<file path="config.mk">
export PLATFORM = sky130hd
export DESIGN_NAME = mqp_top
export DESIGN_NICKNAME = d
export VERILOG_FILES = /design/src/core/mqp_axis.v /design/src/core/mqp_timer.v /design/src/core/mqp_top.v
export VERILOG_INCLUDE_DIRS = /design/src /design/src/core
export SDC_FILE = /design/constraint.sdc
export NUM_CORES = 1
export LEC_CHECK = 0
export BUFFER_PORTS_ARGS = -buffer_cell sky130_fd_sc_hd__buf_2
export CORE_MARGIN = 3
export CORE_UTILIZATION = 50
export CTS_BUF_LIST = sky130_fd_sc_hd__clkbuf_8
export DETAILED_ROUTE_END_ITERATION = 6
export PLACE_DENSITY = 0.72
export SETUP_SLACK_MARGIN = 0.3
export SLEW_MARGIN = 20
export SYNTH_ARGS = -nofsm -noshare
export SYNTH_HDL_FRONTEND = slang
export SYNTH_HIERARCHICAL = 1
export SYNTH_SLANG_ARGS = --single-unit
export TNS_END_PERCENT = 50
</file>
<file path="constraint.sdc">
create_clock -name ref_clk -period 9.38 [get_ports ref_clk]
set_input_delay 0.469 -clock ref_clk [delete_from_list [all_inputs] [get_ports ref_clk]]
set_output_delay 0.469 -clock ref_clk [all_outputs]
set_load 0.02 [all_outputs]
</file>
<file path="src/core/mqp_defines.vh">
// Constants for the mouse quadrature poll cycle block.
// Assumes a 125 MHz clock and a 32-bit AXI4-Lite bus.
//
// Function
// - Reset clears all state, loads defaults, then starts sampling.
// - Each cycle starts with a snapshot of the input port.
// - A button change copies the new button states into status.
// - Per axis, phase pair versus stored copy gives step +1, -1 or null.
// - Accumulators span plus or minus 32735; steps add or subtract, null holds.
// - An enabled event packs both accumulators behind a header, then clears them.
// - Without an event, a set command flag decodes and runs the command.
// - Output toward the host happens only on timer expiry.
// - Expiry with output still full signals again and restarts the timer.
// - Expiry with output taken and bytes left loads the next byte, signals.
// - Timed transfers on and expiry: pack accumulators, start sending, clear them.
// - Status bits 4 to 6 hold the buttons, one meaning released.
// - Loading the output register sets full flag bit 0 and signals.
// - The host line toggles on each signal.
`ifndef MQP_DEFINES_VH
`define MQP_DEFINES_VH

// Register byte offsets
`define MQP_OFS_DATA   8'h00
`define MQP_OFS_STAT   8'h04
`define MQP_OFS_ISTAT  8'h08
`define MQP_OFS_IMASK  8'h0C
`define MQP_OFS_CFG    8'h10

// Status register fields
`define MQP_ST_OBF     0
`define MQP_ST_IBF     1
`define MQP_ST_CMD     3
`define MQP_ST_BTN_LO  4
`define MQP_ST_PWR     7

// Input port field positions
`define MQP_P1_XA      0
`define MQP_P1_XB      1
`define MQP_P1_YA      2
`define MQP_P1_YB      3
`define MQP_P1_BTN_LO  4
`define MQP_P1_PWR     7

// Event status bits, reset values
`define MQP_EV_BYTE    0
`define MQP_EV_BTN     1
`define MQP_EV_REJ     2
`define MQP_EV_W       3
`define MQP_IMASK_RST  3'h0
`define MQP_BTN_RST    3'h7
`define MQP_P1_RST     8'h70

// Packet headers and command headers
`define MQP_HDR_ALL    8'h41
`define MQP_HDR_MOT    8'h4D
`define MQP_HDR_BTN    8'h42
`define MQP_CMD_MOT    8'h08
`define MQP_CMD_BTN    8'h10
`define MQP_CMD_TIM    8'h20
`define MQP_CMD_LEN    3'h2
`define MQP_PKT_LEN    3'h5

// Accumulator limits
`define MQP_ACC_MAX    16'h7FDF
`define MQP_ACC_MIN    16'h8021

// Timer pacing, about 40 expiries per second
`define MQP_CLK_KHZ    125000
`define MQP_TICK_US    25000
`define MQP_TICK_CYC   (`MQP_TICK_US * (`MQP_CLK_KHZ / 1000))

`endif

</file>
<file path="src/core/mqp_axis.v">
// One motion axis: quadrature step decode and a saturating working accumulator.
// Assumes phase inputs are already synchronised and held stable while step_en is high.
`timescale 1ns/100ps
`include "mqp_defines.vh"
module mqp_axis #(
   parameter W = 16
) (
   // Clock and reset
   input  wire         clk,
   input  wire         rst_n,
   // Control
   input  wire         step_en,
   input  wire         clear,
   input  wire [1:0]   phase,
   // Result
   output reg  [W-1:0] acc_ff
);
   reg  [1:0] old_ff;
   reg  [1:0] nxt_diff;

   // Gray position to binary index: 00,01,11,10 -> 0,1,2,3
   function [1:0] gray_idx;
      input [1:0] g;
      begin
         gray_idx = {g[1], g[1] ^ g[0]};
      end
   endfunction

   // Index difference: 1 forward, 3 backward, 2 means two edges missed
   always @* begin
      nxt_diff = gray_idx(phase) - gray_idx(old_ff);
   end

   // Accumulate with saturation so a long burst never flips sign
   always @(posedge clk or negedge rst_n) begin
      if (!rst_n) begin
         old_ff <= 2'h0;
         acc_ff <= {W{1'b0}};
      end else if (clear) begin
         acc_ff <= {W{1'b0}};
      end else if (step_en) begin
         old_ff <= phase;
         if (nxt_diff == 2'h1 && acc_ff != `MQP_ACC_MAX) begin
            acc_ff <= acc_ff + 1'b1;
         end else if (nxt_diff == 2'h3 && acc_ff != `MQP_ACC_MIN) begin
            acc_ff <= acc_ff - 1'b1;
         end
      end
   end
endmodule // mqp_axis

</file>
<file path="src/core/mqp_timer.v">
// Pacing timer: counts down a fixed period and holds its expired flag until restarted.
// Assumes restart is a one-cycle pulse from the same clock domain.
`timescale 1ns/100ps
module mqp_timer #(
   parameter CYC = 32'd3125000
) (
   // Clock and reset
   input  wire clk,
   input  wire rst_n,
   // Control
   input  wire restart,
   output reg  expired_ff
);
   reg [31:0] cnt_ff;

   // Count down; expiry stays set so a late poll never misses it
   always @(posedge clk or negedge rst_n) begin
      if (!rst_n) begin
         cnt_ff     <= 32'h0;
         expired_ff <= 1'b0;
      end else if (restart) begin
         cnt_ff     <= CYC - 32'h1;
         expired_ff <= 1'b0;
      end else if (cnt_ff != 32'h0) begin
         cnt_ff <= cnt_ff - 32'h1;
      end else begin
         expired_ff <= 1'b1;
      end
   end
endmodule // mqp_timer

</file>
<file path="src/core/mqp_top.v">
// Mouse quadrature poll cycle: sampling loop, host data and status ports over AXI4-Lite.
// Assumes pin inputs (synchronised here); host line toggles per signal, irq is a masked level.
`timescale 1ns/100ps
`include "mqp_defines.vh"
module mqp_top #(
   parameter TICK_CYC = `MQP_TICK_CYC
) (
   // Clock and reset
   input  wire        ref_clk,
   input  wire        rstn,
   // Pins
   input  wire [7:0]  mouse_calendar_input_port,
   output reg         host_irq_line_ff,
   output reg         irq_ff,
   // AXI4-Lite write address
   input  wire [7:0]  s_axi_awaddr,
   input  wire        s_axi_awvalid,
   output reg         s_axi_awready,
   // AXI4-Lite write data
   input  wire [31:0] s_axi_wdata,
   input  wire [3:0]  s_axi_wstrb,
   input  wire        s_axi_wvalid,
   output reg         s_axi_wready,
   // AXI4-Lite write response
   output reg  [1:0]  s_axi_bresp,
   output reg         s_axi_bvalid,
   input  wire        s_axi_bready,
   // AXI4-Lite read
   input  wire [7:0]  s_axi_araddr,
   input  wire        s_axi_arvalid,
   output reg         s_axi_arready,
   output reg  [31:0] s_axi_rdata,
   output reg  [1:0]  s_axi_rresp,
   output reg         s_axi_rvalid,
   input  wire        s_axi_rready
);
   // Main cycle states
   localparam [3:0] ST_SNAP   = 4'h1;
   localparam [3:0] ST_DECODE = 4'h2;
   localparam [3:0] ST_EVENT  = 4'h4;
   localparam [3:0] ST_TIMER  = 4'h8;
   // Register selects
   localparam [5:0] SEL_DATA  = 6'h01;
   localparam [5:0] SEL_STAT  = 6'h02;
   localparam [5:0] SEL_ISTAT = 6'h04;
   localparam [5:0] SEL_IMASK = 6'h08;
   localparam [5:0] SEL_CFG   = 6'h10;
   localparam [5:0] SEL_NONE  = 6'h20;
   reg         rst_meta_ff;
   reg         rst_n_ff;
   reg  [7:0]  p1_meta_ff;
   reg  [7:0]  p1_sync_ff;
   reg  [7:0]  snap_ff;
   reg  [3:0]  state_ff;
   reg  [2:0]  btn_ff;
   reg         btn_pend_ff;
   reg         obf_ff;
   reg         ibf_ff;
   reg         cmd_flag_ff;
   reg  [7:0]  ibuf_ff [0:3];
   reg  [2:0]  icnt_ff;
   reg  [7:0]  obuf_ff [0:4];
   reg  [2:0]  olen_ff;
   reg  [2:0]  oidx_ff;
   reg  [7:0]  odata_ff;
   reg  [7:0]  mot_thr_ff;
   reg         btn_en_ff;
   reg         tim_en_ff;
   reg  [2:0]  istat_ff;
   reg  [2:0]  imask_ff;
   reg         aw_got_ff;
   reg         w_got_ff;
   reg  [7:0]  awaddr_ff;
   reg  [31:0] wdata_ff;
   reg  [3:0]  wstrb_ff;
   wire [15:0] acc_x;
   wire [15:0] acc_y;
   wire        tmr_exp;
   integer     i;
   // Address decode, shared by the read and write paths
   function [5:0] reg_sel;
      input [7:0] a;
      begin
         case (a)
            `MQP_OFS_DATA:  reg_sel = SEL_DATA;
            `MQP_OFS_STAT:  reg_sel = SEL_STAT;
            `MQP_OFS_ISTAT: reg_sel = SEL_ISTAT;
            `MQP_OFS_IMASK: reg_sel = SEL_IMASK;
            `MQP_OFS_CFG:   reg_sel = SEL_CFG;
            default:        reg_sel = SEL_NONE;
         endcase
      end
   endfunction
   // Magnitude of a signed accumulator
   function [15:0] mag;
      input [15:0] v;
      begin
         mag = v[15] ? (~v + 16'h1) : v;
      end
   endfunction
   // Reset release through two flops; assertion stays asynchronous
   always @(posedge ref_clk or negedge rstn) begin
      if (!rstn) begin
         rst_meta_ff <= 1'b0;
         rst_n_ff    <= 1'b0;
      end else begin
         rst_meta_ff <= 1'b1;
         rst_n_ff    <= rst_meta_ff;
      end
   end
   // Pin synchroniser; only the second stage is read
   always @(posedge ref_clk or negedge rst_n_ff) begin
      if (!rst_n_ff) begin
         p1_meta_ff <= `MQP_P1_RST; // Idle levels: no false button edge
         p1_sync_ff <= `MQP_P1_RST;
      end else begin
         p1_meta_ff <= mouse_calendar_input_port;
         p1_sync_ff <= p1_meta_ff;
      end
   end
   // Bus write taken once both address and data are held
   wire       wr_do   = aw_got_ff & w_got_ff & ~s_axi_bvalid;
   wire [5:0] wr_sel  = reg_sel(awaddr_ff);
   wire       wr_lo   = wr_do & wstrb_ff[0];
   wire       wr_host = wr_lo & (wr_sel == SEL_DATA || wr_sel == SEL_STAT);
   wire       ar_hs   = s_axi_arvalid & s_axi_arready;
   wire [5:0] rd_sel  = reg_sel(s_axi_araddr);
   wire       rd_data = ar_hs & (rd_sel == SEL_DATA);
   // Event triggers and output buffer state; state bits 1..3 are decode, event, timer
   wire       buf_more = (oidx_ff < olen_ff);
   wire       mot_hit  = (mot_thr_ff != 8'h00) &&
                         (mag(acc_x) >= {8'h00, mot_thr_ff} || mag(acc_y) >= {8'h00, mot_thr_ff});
   wire       evt_go   = state_ff[2] & ~buf_more & (mot_hit | (btn_en_ff & btn_pend_ff));
   wire       cmd_go   = state_ff[2] & ~evt_go & cmd_flag_ff & ~wr_host;
   wire       cmd_hdr  = (ibuf_ff[0] == `MQP_CMD_MOT) || (ibuf_ff[0] == `MQP_CMD_BTN) ||
                         (ibuf_ff[0] == `MQP_CMD_TIM);
   wire       cmd_ok   = cmd_hdr && (icnt_ff == `MQP_CMD_LEN);
   wire       tmr_act  = state_ff[3] & tmr_exp;
   wire       tim_go   = tmr_act & ~obf_ff & ~buf_more & tim_en_ff;
   wire       acc_clr  = evt_go | tim_go;
   wire       btn_chg  = state_ff[1] & (snap_ff[`MQP_P1_BTN_LO+2:`MQP_P1_BTN_LO] != btn_ff);
   wire       sig_host = tmr_act & (obf_ff | buf_more | tim_en_ff);
   wire [7:0] pk_hdr   = tim_go ? `MQP_HDR_ALL : (mot_hit ? `MQP_HDR_MOT : `MQP_HDR_BTN);
   // Sticky events: a set in the clearing cycle survives
   wire [2:0] ev_set  = {cmd_go & ~cmd_ok, btn_chg, sig_host};
   wire [2:0] ev_w1c  = (wr_lo && wr_sel == SEL_ISTAT) ? wdata_ff[2:0] : 3'h0;
   wire [2:0] nxt_ist = (istat_ff & ~ev_w1c) | ev_set;
   // Both axes share one decoder design
   mqp_axis #(.W(16)) u_axis_x (
      .clk     (ref_clk),
      .rst_n   (rst_n_ff),
      .step_en (state_ff[1]),
      .clear   (acc_clr),
      .phase   ({snap_ff[`MQP_P1_XB], snap_ff[`MQP_P1_XA]}),
      .acc_ff  (acc_x)
   );
   mqp_axis #(.W(16)) u_axis_y (
      .clk     (ref_clk),
      .rst_n   (rst_n_ff),
      .step_en (state_ff[1]),
      .clear   (acc_clr),
      .phase   ({snap_ff[`MQP_P1_YB], snap_ff[`MQP_P1_YA]}),
      .acc_ff  (acc_y)
   );
   mqp_timer #(.CYC(TICK_CYC)) u_timer (
      .clk        (ref_clk),
      .rst_n      (rst_n_ff),
      .restart    (tmr_act),
      .expired_ff (tmr_exp)
   );
   // Main cycle, host ports and event registers
   always @(posedge ref_clk or negedge rst_n_ff) begin
      if (!rst_n_ff) begin
         state_ff         <= ST_SNAP;
         snap_ff          <= 8'h00;
         btn_ff           <= `MQP_BTN_RST;
         btn_pend_ff      <= 1'b0;
         obf_ff           <= 1'b0;
         ibf_ff           <= 1'b0;
         cmd_flag_ff      <= 1'b0;
         icnt_ff          <= 3'h0;
         olen_ff          <= 3'h0;
         oidx_ff          <= 3'h0;
         odata_ff         <= 8'h00;
         mot_thr_ff       <= 8'h00;
         btn_en_ff        <= 1'b0;
         tim_en_ff        <= 1'b0;
         istat_ff         <= 3'h0;
         imask_ff         <= `MQP_IMASK_RST;
         irq_ff           <= 1'b0;
         host_irq_line_ff <= 1'b0;
         for (i = 0; i < 4; i = i + 1) begin
            ibuf_ff[i] <= 8'h00;
            obuf_ff[i] <= 8'h00;
         end
         obuf_ff[4] <= 8'h00;
      end else begin
         // Loop order: snapshot, decode, event or command, timer
         case (state_ff)
            ST_SNAP:   state_ff <= ST_DECODE;
            ST_DECODE: state_ff <= ST_EVENT;
            ST_EVENT:  state_ff <= ST_TIMER;
            ST_TIMER:  state_ff <= ST_SNAP;
            default:   state_ff <= ST_SNAP;
         endcase
         if (state_ff[0]) begin
            snap_ff <= p1_sync_ff;
         end
         if (btn_chg) begin
            btn_ff      <= snap_ff[`MQP_P1_BTN_LO+2:`MQP_P1_BTN_LO];
            btn_pend_ff <= 1'b1;
         end
         // Host byte into the input buffer; extra bytes beyond four are dropped
         if (wr_host) begin
            if (icnt_ff < 3'h4) begin
               ibuf_ff[icnt_ff[1:0]] <= wdata_ff[7:0];
               icnt_ff               <= icnt_ff + 3'h1;
            end
            ibf_ff <= 1'b1;
            if (wr_sel == SEL_STAT) begin
               cmd_flag_ff <= 1'b1;
            end
         end else if (state_ff[0]) begin
            ibf_ff <= 1'b0;
         end
         // Command dispatch; a bad header or length flushes the buffer and raises the reject event
         if (cmd_go) begin
            if (cmd_ok) begin
               case (ibuf_ff[0])
                  `MQP_CMD_MOT: mot_thr_ff <= ibuf_ff[1];
                  `MQP_CMD_BTN: btn_en_ff  <= (ibuf_ff[1] != 8'h00);
                  `MQP_CMD_TIM: tim_en_ff  <= (ibuf_ff[1] != 8'h00);
                  default:      tim_en_ff  <= tim_en_ff;
               endcase
            end
            icnt_ff     <= 3'h0;
            cmd_flag_ff <= 1'b0;
         end
         // Pack accumulators behind a header
         if (acc_clr) begin
            obuf_ff[0] <= pk_hdr;
            obuf_ff[1] <= acc_x[15:8];
            obuf_ff[2] <= acc_x[7:0];
            obuf_ff[3] <= acc_y[15:8];
            obuf_ff[4] <= acc_y[7:0];
            olen_ff    <= `MQP_PKT_LEN;
            oidx_ff    <= 3'h0;
            if (evt_go) begin
               btn_pend_ff <= 1'b0;
            end
         end
         // Host read of the data port takes the byte; a load in the same cycle wins
         if (rd_data) begin
            obf_ff <= 1'b0;
         end
         if (tmr_act && !obf_ff && buf_more) begin
            odata_ff <= obuf_ff[oidx_ff];
            oidx_ff  <= oidx_ff + 3'h1;
            obf_ff   <= 1'b1;
         end else if (tim_go) begin
            odata_ff <= `MQP_HDR_ALL;
            oidx_ff  <= 3'h1;
            olen_ff  <= `MQP_PKT_LEN;
            obf_ff   <= 1'b1;
         end
         if (sig_host) begin
            host_irq_line_ff <= ~host_irq_line_ff;
         end
         // Interrupt status, mask and level output
         istat_ff <= nxt_ist;
         if (wr_lo && wr_sel == SEL_IMASK) begin
            imask_ff <= wdata_ff[2:0];
            irq_ff   <= |(nxt_ist & wdata_ff[2:0]);
         end else begin
            irq_ff   <= |(nxt_ist & imask_ff);
         end
      end
   end
   // AXI write channel: address and data accepted in either order, one at a time
   always @(posedge ref_clk or negedge rst_n_ff) begin
      if (!rst_n_ff) begin
         aw_got_ff     <= 1'b0;
         w_got_ff      <= 1'b0;
         awaddr_ff     <= 8'h00;
         wdata_ff      <= 32'h0000_0000;
         wstrb_ff      <= 4'h0;
         s_axi_awready <= 1'b0;
         s_axi_wready  <= 1'b0;
         s_axi_bvalid  <= 1'b0;
         s_axi_bresp   <= 2'h0;
      end else begin
         if (s_axi_awvalid && s_axi_awready) begin
            aw_got_ff     <= 1'b1;
            awaddr_ff     <= s_axi_awaddr;
            s_axi_awready <= 1'b0;
         end else if (!aw_got_ff && !s_axi_bvalid) begin
            s_axi_awready <= 1'b1;
         end
         if (s_axi_wvalid && s_axi_wready) begin
            w_got_ff     <= 1'b1;
            wdata_ff     <= s_axi_wdata;
            wstrb_ff     <= s_axi_wstrb;
            s_axi_wready <= 1'b0;
         end else if (!w_got_ff && !s_axi_bvalid) begin
            s_axi_wready <= 1'b1;
         end
         if (wr_do) begin
            aw_got_ff    <= 1'b0;
            w_got_ff     <= 1'b0;
            s_axi_bvalid <= 1'b1;
            s_axi_bresp  <= (wr_sel == SEL_NONE || wr_sel == SEL_CFG) ? 2'h2 : 2'h0;
         end else if (s_axi_bvalid && s_axi_bready) begin
            s_axi_bvalid <= 1'b0;
         end
      end
   end
   // AXI read channel: data captured at the address handshake
   always @(posedge ref_clk or negedge rst_n_ff) begin
      if (!rst_n_ff) begin
         s_axi_arready <= 1'b0;
         s_axi_rvalid  <= 1'b0;
         s_axi_rdata   <= 32'h0000_0000;
         s_axi_rresp   <= 2'h0;
      end else if (ar_hs) begin
         s_axi_arready <= 1'b0;
         s_axi_rvalid  <= 1'b1;
         s_axi_rresp   <= (rd_sel == SEL_NONE) ? 2'h2 : 2'h0;
         case (rd_sel)
            SEL_DATA:  s_axi_rdata <= {24'h000000, odata_ff};
            SEL_STAT:  s_axi_rdata <= {24'h000000, snap_ff[`MQP_P1_PWR], btn_ff, cmd_flag_ff,
                                       1'b0, ibf_ff, obf_ff};
            SEL_ISTAT: s_axi_rdata <= {29'h0, istat_ff};
            SEL_IMASK: s_axi_rdata <= {29'h0, imask_ff};
            SEL_CFG:   s_axi_rdata <= {22'h0, tim_en_ff, btn_en_ff, mot_thr_ff};
            default:   s_axi_rdata <= 32'h0000_0000;
         endcase
      end else if (!s_axi_rvalid || s_axi_rready) begin
         s_axi_rvalid  <= 1'b0;
         s_axi_arready <= 1'b1;
      end
   end
endmodule // mqp_top

</file>
Word level (Yosys, flattened, before mapping) --
Cells that the tools add are included.
Cells by class: bitwise gates (word level) 44, reductions and logical operators 60, multiplexer cells 66, order comparisons 7, equal/unequal tests 37, add/subtract/negate cells 11
Operator list (number):
- 16-bit two-way mux | 10
- 16-bit by 1-bit adder with 16-bit output (second input constant) | 4
- 32-bit two-way mux | 2
- 6-bit case mux with 5 select lines | 2
- 10-bit case mux with 5 select lines | 1
- 8-bit by 4-bit == test with 1-bit output (second input constant) | 5
- 8-bit two-way mux | 5
- 32-bit bitwise mux | 1
- 16-bit by 8-bit greater-or-equal comparator with 1-bit output | 2
- 16-bit by 15-bit inequality test with 1-bit output (second input constant) | 2
- 16-bit inequality test (second input constant) | 2
- 16-bit NOT | 2
- 32-bit nonzero test | 1
- 16-bit by 1-bit subtractor with 16-bit output (second input constant) | 2
- 32-bit by 1-bit subtractor with 32-bit output (second input constant) | 1
- 3-bit two-way mux | 10
- 1-bit two-way mux | 28
- 2-bit nonzero test | 13
- 8-bit binary-select mux with 3-bit select | 1
- 8-bit by 5-bit == test with 1-bit output (second input constant) | 3
- 1-bit bitwise AND | 19
- 8-bit demux with 2-bit select | 1
- 8-bit by 3-bit == test with 1-bit output (second input constant) | 2
- 1-bit logical AND | 16
- 41 further kinds | 90
Storage, ports and cells: bits in registers 273, word-level logic and storage cells 275, bits of input ports 67, output and inout bits 43

Depth between registers and ports, before layout --
depth in word-level cells 17, mapped depth 19, depth with buffers taken out 17

Hierarchy --
Netlist, hierarchy kept.
Modules (own cells, without submodules):
- mqp_top | area an instance 7902.6 µm², seq. area each 4016.4 µm², cells an instance 702, instances 1
- mqp_timer | area an instance 1818.0 µm², seq. area each 825.8 µm², cells an instance 199, instances 1
- mqp_axis (u_axis_x) | area an instance 1619.1 µm², seq. area each 450.4 µm², cells an instance 174, instances 1
- mqp_axis (u_axis_y) | area an instance 1530.2 µm², seq. area each 450.4 µm², cells an instance 161, instances 1

Worst setup path after synthesis --
OpenSTA, ideal clock, no wires.
path kind register to register, from register u_axis_y.acc_ff[5], to register u_axis_y.acc_ff[3], path slack 5.012 ns, library setup time 0.066 ns, path buffers 2, clock period less this slack 4.368 ns, data required time 9.314 ns, data arrival time 4.302 ns, stages on the path, launching flop included 17, cell sequence dfrtp_1 nor4_1 a21oi_1 xnor2_1 ha_1 a211oi_1 nand2_1 or4_1 nor4_2 a31oi_2 nor2_4 buf_4 inv_1 nand2b_1 nor2_2 buf_2 a22o_1
On the way: word-level cells in the longest chain between the ends 11, elaborated cells on any way between the ends 19, those cells by class add/sub: 1; order compare: 1; eq/ne: 2; mux: 4; bitwise: 4; reduce/logical: 7
Ends and longest elaborated chain:
- start: declaration | RTL line mqp_axis.v:16 | output reg [W-1:0] acc_ff
- start signal: assignment | RTL line mqp_axis.v:38 | acc_ff <= {W{1'b0}};
- start signal: assignment | RTL line mqp_axis.v:40 | acc_ff <= {W{1'b0}};
- start signal: assignment | RTL line mqp_axis.v:44 | acc_ff <= acc_ff + 1'b1;
- 16-bit NOT | RTL line mqp_top.v:98 | mag = v[15] ? (~v + 16'h1) : v;
- 16-bit by 1-bit adder with 16-bit output | RTL line mqp_top.v:98
- 16-bit two-way mux (*) | RTL line mqp_top.v:98
- 16-bit by 8-bit greater-or-equal comparator with 1-bit output (*) | RTL line mqp_top.v:132 | (mag(acc_x) >= {8'h00, mot_thr_ff} || mag(acc_y) >= {8'h00, mot_thr_ff});
- 1-bit logical OR (*) | RTL line mqp_top.v:132
- 1-bit logical AND (*) | RTL line mqp_top.v:131 | wire mot_hit = (mot_thr_ff != 8'h00) &&
- 1-bit bitwise OR (*) | RTL line mqp_top.v:133 | wire evt_go = state_ff[2] & ~buf_more & (mot_hit | (btn_en_ff & btn_pend_ff));
- 1-bit bitwise AND (*) | RTL line mqp_top.v:133
- 1-bit bitwise OR (*) | RTL line mqp_top.v:140 | wire acc_clr = evt_go | tim_go;
- named net acc_clr | RTL line mqp_top.v:140
- 3-bit nonzero test (no source line) or 2-bit nonzero test (tied branches)
- 2-bit AND reduction (no source line)
Mark *: on every way through the listed nets, which the timed path passes. The rest lies on a longest branch. The select of a mux whose other input is x is not followed. A chain may end at the register's enable or synchronous reset.

Worst setup path in the final report --
from register u_axis_y.acc_ff[5], to register u_axis_y.acc_ff[0]
The elaborated chain is that of the path after synthesis.

==> flow_metrics.py <==
metrics = {
    "outcome": {
        "status": "completed",
    },
    "placed_design": {
        "dp_hpwl_um": 20000,
        "place_ws_ns": 3.79,
        "gp_congestion": 0.868,
        "portBuffers": 58,
        "placed_area_um2": 13400,
        "dp_cells": 1597,
    },
    "setup_path": {
        "crit_top_cell": "buf_4",
        "critPathMaxStageDelay_ns": 0.90,
        "cp.required_ns": 9.84,
        "path_cells": "nor4_1, a21oi_1, xnor2_1, ha_1, a211oi_1, nand2_1, or4_1, nor4_2, a31oi_2, buf_4, nor2_4, buf_4, inv_1, nand2b_1, nor2_2, mux2_2",
        "critPathMaxFanout": 34,
        "cp.arrival_ns": 6.07,
        "critPathLaunchType": "flop",
        "cp_slowest_cell": "nor4_1",
        "path_buf_inv": 3,
        "critPathKind": "reg -> reg",
        "critPathTopFamily": "simple AND/OR/NAND/NOR gates",
        "end_kind": "flop",
    },
    "synth": {
        "synth.most_common_cell": "dfrtp_1",
        "syn_inst": 1236,
        "synth_edf_count": 0,
        "yosysTopAreaCellShare_pct": 42.6,
        "async_flop_share_pct": 100,
        "synth-seq-cells": 229,
        "synthXorXnorAreaFrac_pct": 3.53,
        "synth_cell_types": 91,
        "synthTopCellsByCount": "dfrtp_1 (219), mux2_2 (96), nand2_1 (89), nor2_1 (86), a21oi_1 (71)",
        "yosysTopAreaCell": "dfrtp_1",
        "synthTopCellsByArea": "dfrtp_1 (43%), mux2_2 (8.4%), ha_1 (5.8%)",
        "ys_seq_area_share_pct": 44.6,
        "ys_warn_count": 6,
        "synth.area.mux_share_pct": 11.1,
        "yosys.area_share.adder_pct": 6.14,
        "yosys_most_used_dff": "dfrtp_1",
        "yosys.area_share.simple_pct": 16.5,
        "avgSynthCellArea_um2": 10.4,
        "synth-compound-area-share_pct": 14.1,
        "netlist_area_um2": 12900,
        "synth_top_family_by_area": "simple AND/OR/NAND/NOR gates",
    },
    "sta": {
        "slew_violations": 0,
        "worst_slack_ns": 3.77,
        "setup_violations": 0,
        "finalSetupTns_ns": 0,
        "fmax_ghz": 0.178,
        "min_period_ns": 5.61,
        "slew_headroom_pct": 33.1,
        "tightestPinTransition_ns": 0.994,
        "rsz0062_at_grt": "no",
        "finalClockSkew_ns": 0.0400,
        "hold_violations": 0,
        "fin_crit_sh_pct": 59.8,
    },
    "route": {
        "via_per_inst": 5.80,
        "drt_pass1_iterations": 5,
        "drc": 0,
        "drtIter0Drc": 633,
        "ant_nets": 0,
        "wire_per_inst_um": 17.1,
        "wl_um": 28500,
        "vias": 9678,
    },
    "global_routing": {
        "grtUsageTotal_pct": 20.1,
        "grt_pass1_vias": 9455,
        "grt.busiest_layer": "met2",
        "grt_start_max_net_pins": 161,
        "antenna_found_initial": 1,
        "overflow": 0,
        "grt_util_met2_pct": 32.8,
        "grt_use_met1_pct": 27.9,
        "met3_usage_pct": 3.63,
        "grt_pass1_wl_um": 47200,
    },
    "clock_tree": {
        "hold_buffers": 3,
        "cts_made_buffers": 40,
        "clkSinkCount": 229,
        "root_buffer": "clkbuf_8",
        "clock_latency_ns": 0.56,
        "cts_resized": 0,
        "clkSlewWorstSetupHoldPaths_ns": 0.06,
        "htree_num_levels": 2,
        "tritoncts": "yes",
        "postCtsSetupBuffers": 0,
        "cts.path.max_buffers": 3,
    },
    "power_and_ir_drop": {
        "power_density_nw_per_um2": 262,
        "leakage_nw": 6.31,
        "vdd_drop_max_uv": 156,
    },
    "finish": {
        "postLayoutCellArea_um2": 14200,
        "diodes": 0,
        "final_nets": 1441,
        "layout.cells.non_filler": 1670,
        "area_growth_pct": 10.4,
        "drive_gt1_share_pct": 20.2,
        "fillCellCount": 2193,
    },
    "floorplan": {
        "start_util_pct": 51.0,
        "die_x_um": 166,
        "io_pins": 110,
        "die_area_um2": 27700,
        "rows": 58,
        "core_um2": 25300,
        "die_y_um": 166,
    },
    "worst_hold_path": {
        "hold_path_class": "in -> reg",
    },
    "run": {
        "max_cap_viol_count": 0,
    },
}
[per-stage QoR]
stage / utilization, % / total power [mW] / hold WS (ns)
5_1_grt: 56.2 / 4.03 / 0.0182
6_report: 56.2 / 3.73 / 0.0445
3_5_place_dp: 53.0 / 2.84 / 0.256
2_1_floorplan: - / 2.50 / 0.173
4_1_cts: 56.2 / 3.75 / 0.0187
3_3_place_gp: 53.0 / 2.79 / 0.255
[worst register-to-register path, cell delays in order (launching register included)]
cell	delay (ns)
dfrtp_1	0.49
nor4_1	0.90
a21oi_1	0.19
xnor2_1	0.22
ha_1	0.27
a211oi_1	0.24
nand2_1	0.07
or4_1	0.54
nor4_2	0.31
a31oi_2	0.12
buf_4	0.22
nor2_4	0.09
buf_4	0.40
inv_1	0.36
nand2b_1	0.30
nor2_2	0.54
mux2_2	0.27
[area by class of cell]
cell class,instances,area [um^2],share of cell area [%]
Clock buffer,49,674,4.75
Clock inverter,21,115,0.810
Inverter,47,181,1.28
Multi-Input combinational cell,928,6700,47.2
Sequential cell,229,5750,40.5
Tap cell,330,413,2.91
Timing Repair Buffer,66,370,2.61
[flip-flops by register name (all words and copies together), names as in the netlist, 3 cells and up]
register	count
oidx_ff	3
awaddr_ff	8
wdata_ff	8
olen_ff	3
odata_ff	8
p1_meta_ff	8
u_axis_x/acc_ff	16
istat_ff	3
snap_ff	8
imask_ff	3
ibuf_ff	16
obuf_ff	36
s_axi_rdata	10
u_timer/cnt_ff	32
p1_sync_ff	8
btn_ff	3
icnt_ff	3
mot_thr_ff	8
u_axis_y/acc_ff	16
state_ff	4
[power by group]
group	switching, mW	internal [mW]
clock network	0.407	0.476
logic	0.758	0.664
registers	0.296	1.13
[layout by cell type (no fill, tap or decap), types with 13 or more instances in the layout]
master,netlist,layout
nand3_1,30,30
nor2_1,86,86
buf_2,4,58
clkbuf_8,0,49
nor3_1,26,26
nor2b_1,20,20
dfrtp_1,219,218
mux2_2,96,96
nand2_1,89,89
o21ai_0,60,60
xor2_1,15,15
ha_1,60,60
nor4_1,20,20
nand2b_1,14,14
mux2i_1,20,20
xnor2_1,35,35
or3_1,20,20
nand4_1,13,13
a22o_1,18,18
a21o_1,13,13
or4_1,14,14
conb_1,2,25
inv_1,46,61
a21oi_1,71,71
[metal layers]
| metal | part of all wire (%) | vias to the layer above | wire length [um] |
|---|---|---|---|
| li1 | - | 4663 | - |
| met5 | 0.025 | - | 7 |
| met2 | 47 | 253 | 13300 |
| met4 | 2.1 | 2 | 605 |
| met3 | 5.2 | 50 | 1480 |
| met1 | 46 | 4710 | 13100 |
[path summary, 6_finish.rpt]
check                                             start                  to  slack (ns)  cells after the start
setup / recovery                     u_axis_y/acc_ff[5]  u_axis_y/acc_ff[0]        3.77                     16
hold / removal             mouse_calendar_input_port[7]       p1_meta_ff[7]        0.04                      1
setup reg to reg                     u_axis_y/acc_ff[5]  u_axis_y/acc_ff[0]        3.77                     16
hold reg to reg                           p1_meta_ff[2]       p1_sync_ff[2]        0.34                      0
max in group asynchronous                      rst_n_ff        s_axi_wready        7.57                      1
min in group asynchronous                          rstn         rst_meta_ff        0.25                      2
[kinds of logic (layout without fill, tap and decap cells)]
group | Yosys count | after routing
and+or+nand+nor | 395 | 395
AOI/OAI and AO/OA | 271 | 271
DFF | 229 | 229
muxes | 124 | 124
buffers and inverters | 102 | 183
adders and majority gates | 62 | 62
xor gates and xnor gates | 51 | 51
other | 2 | 25
Power figures use the tool's default switching activity.
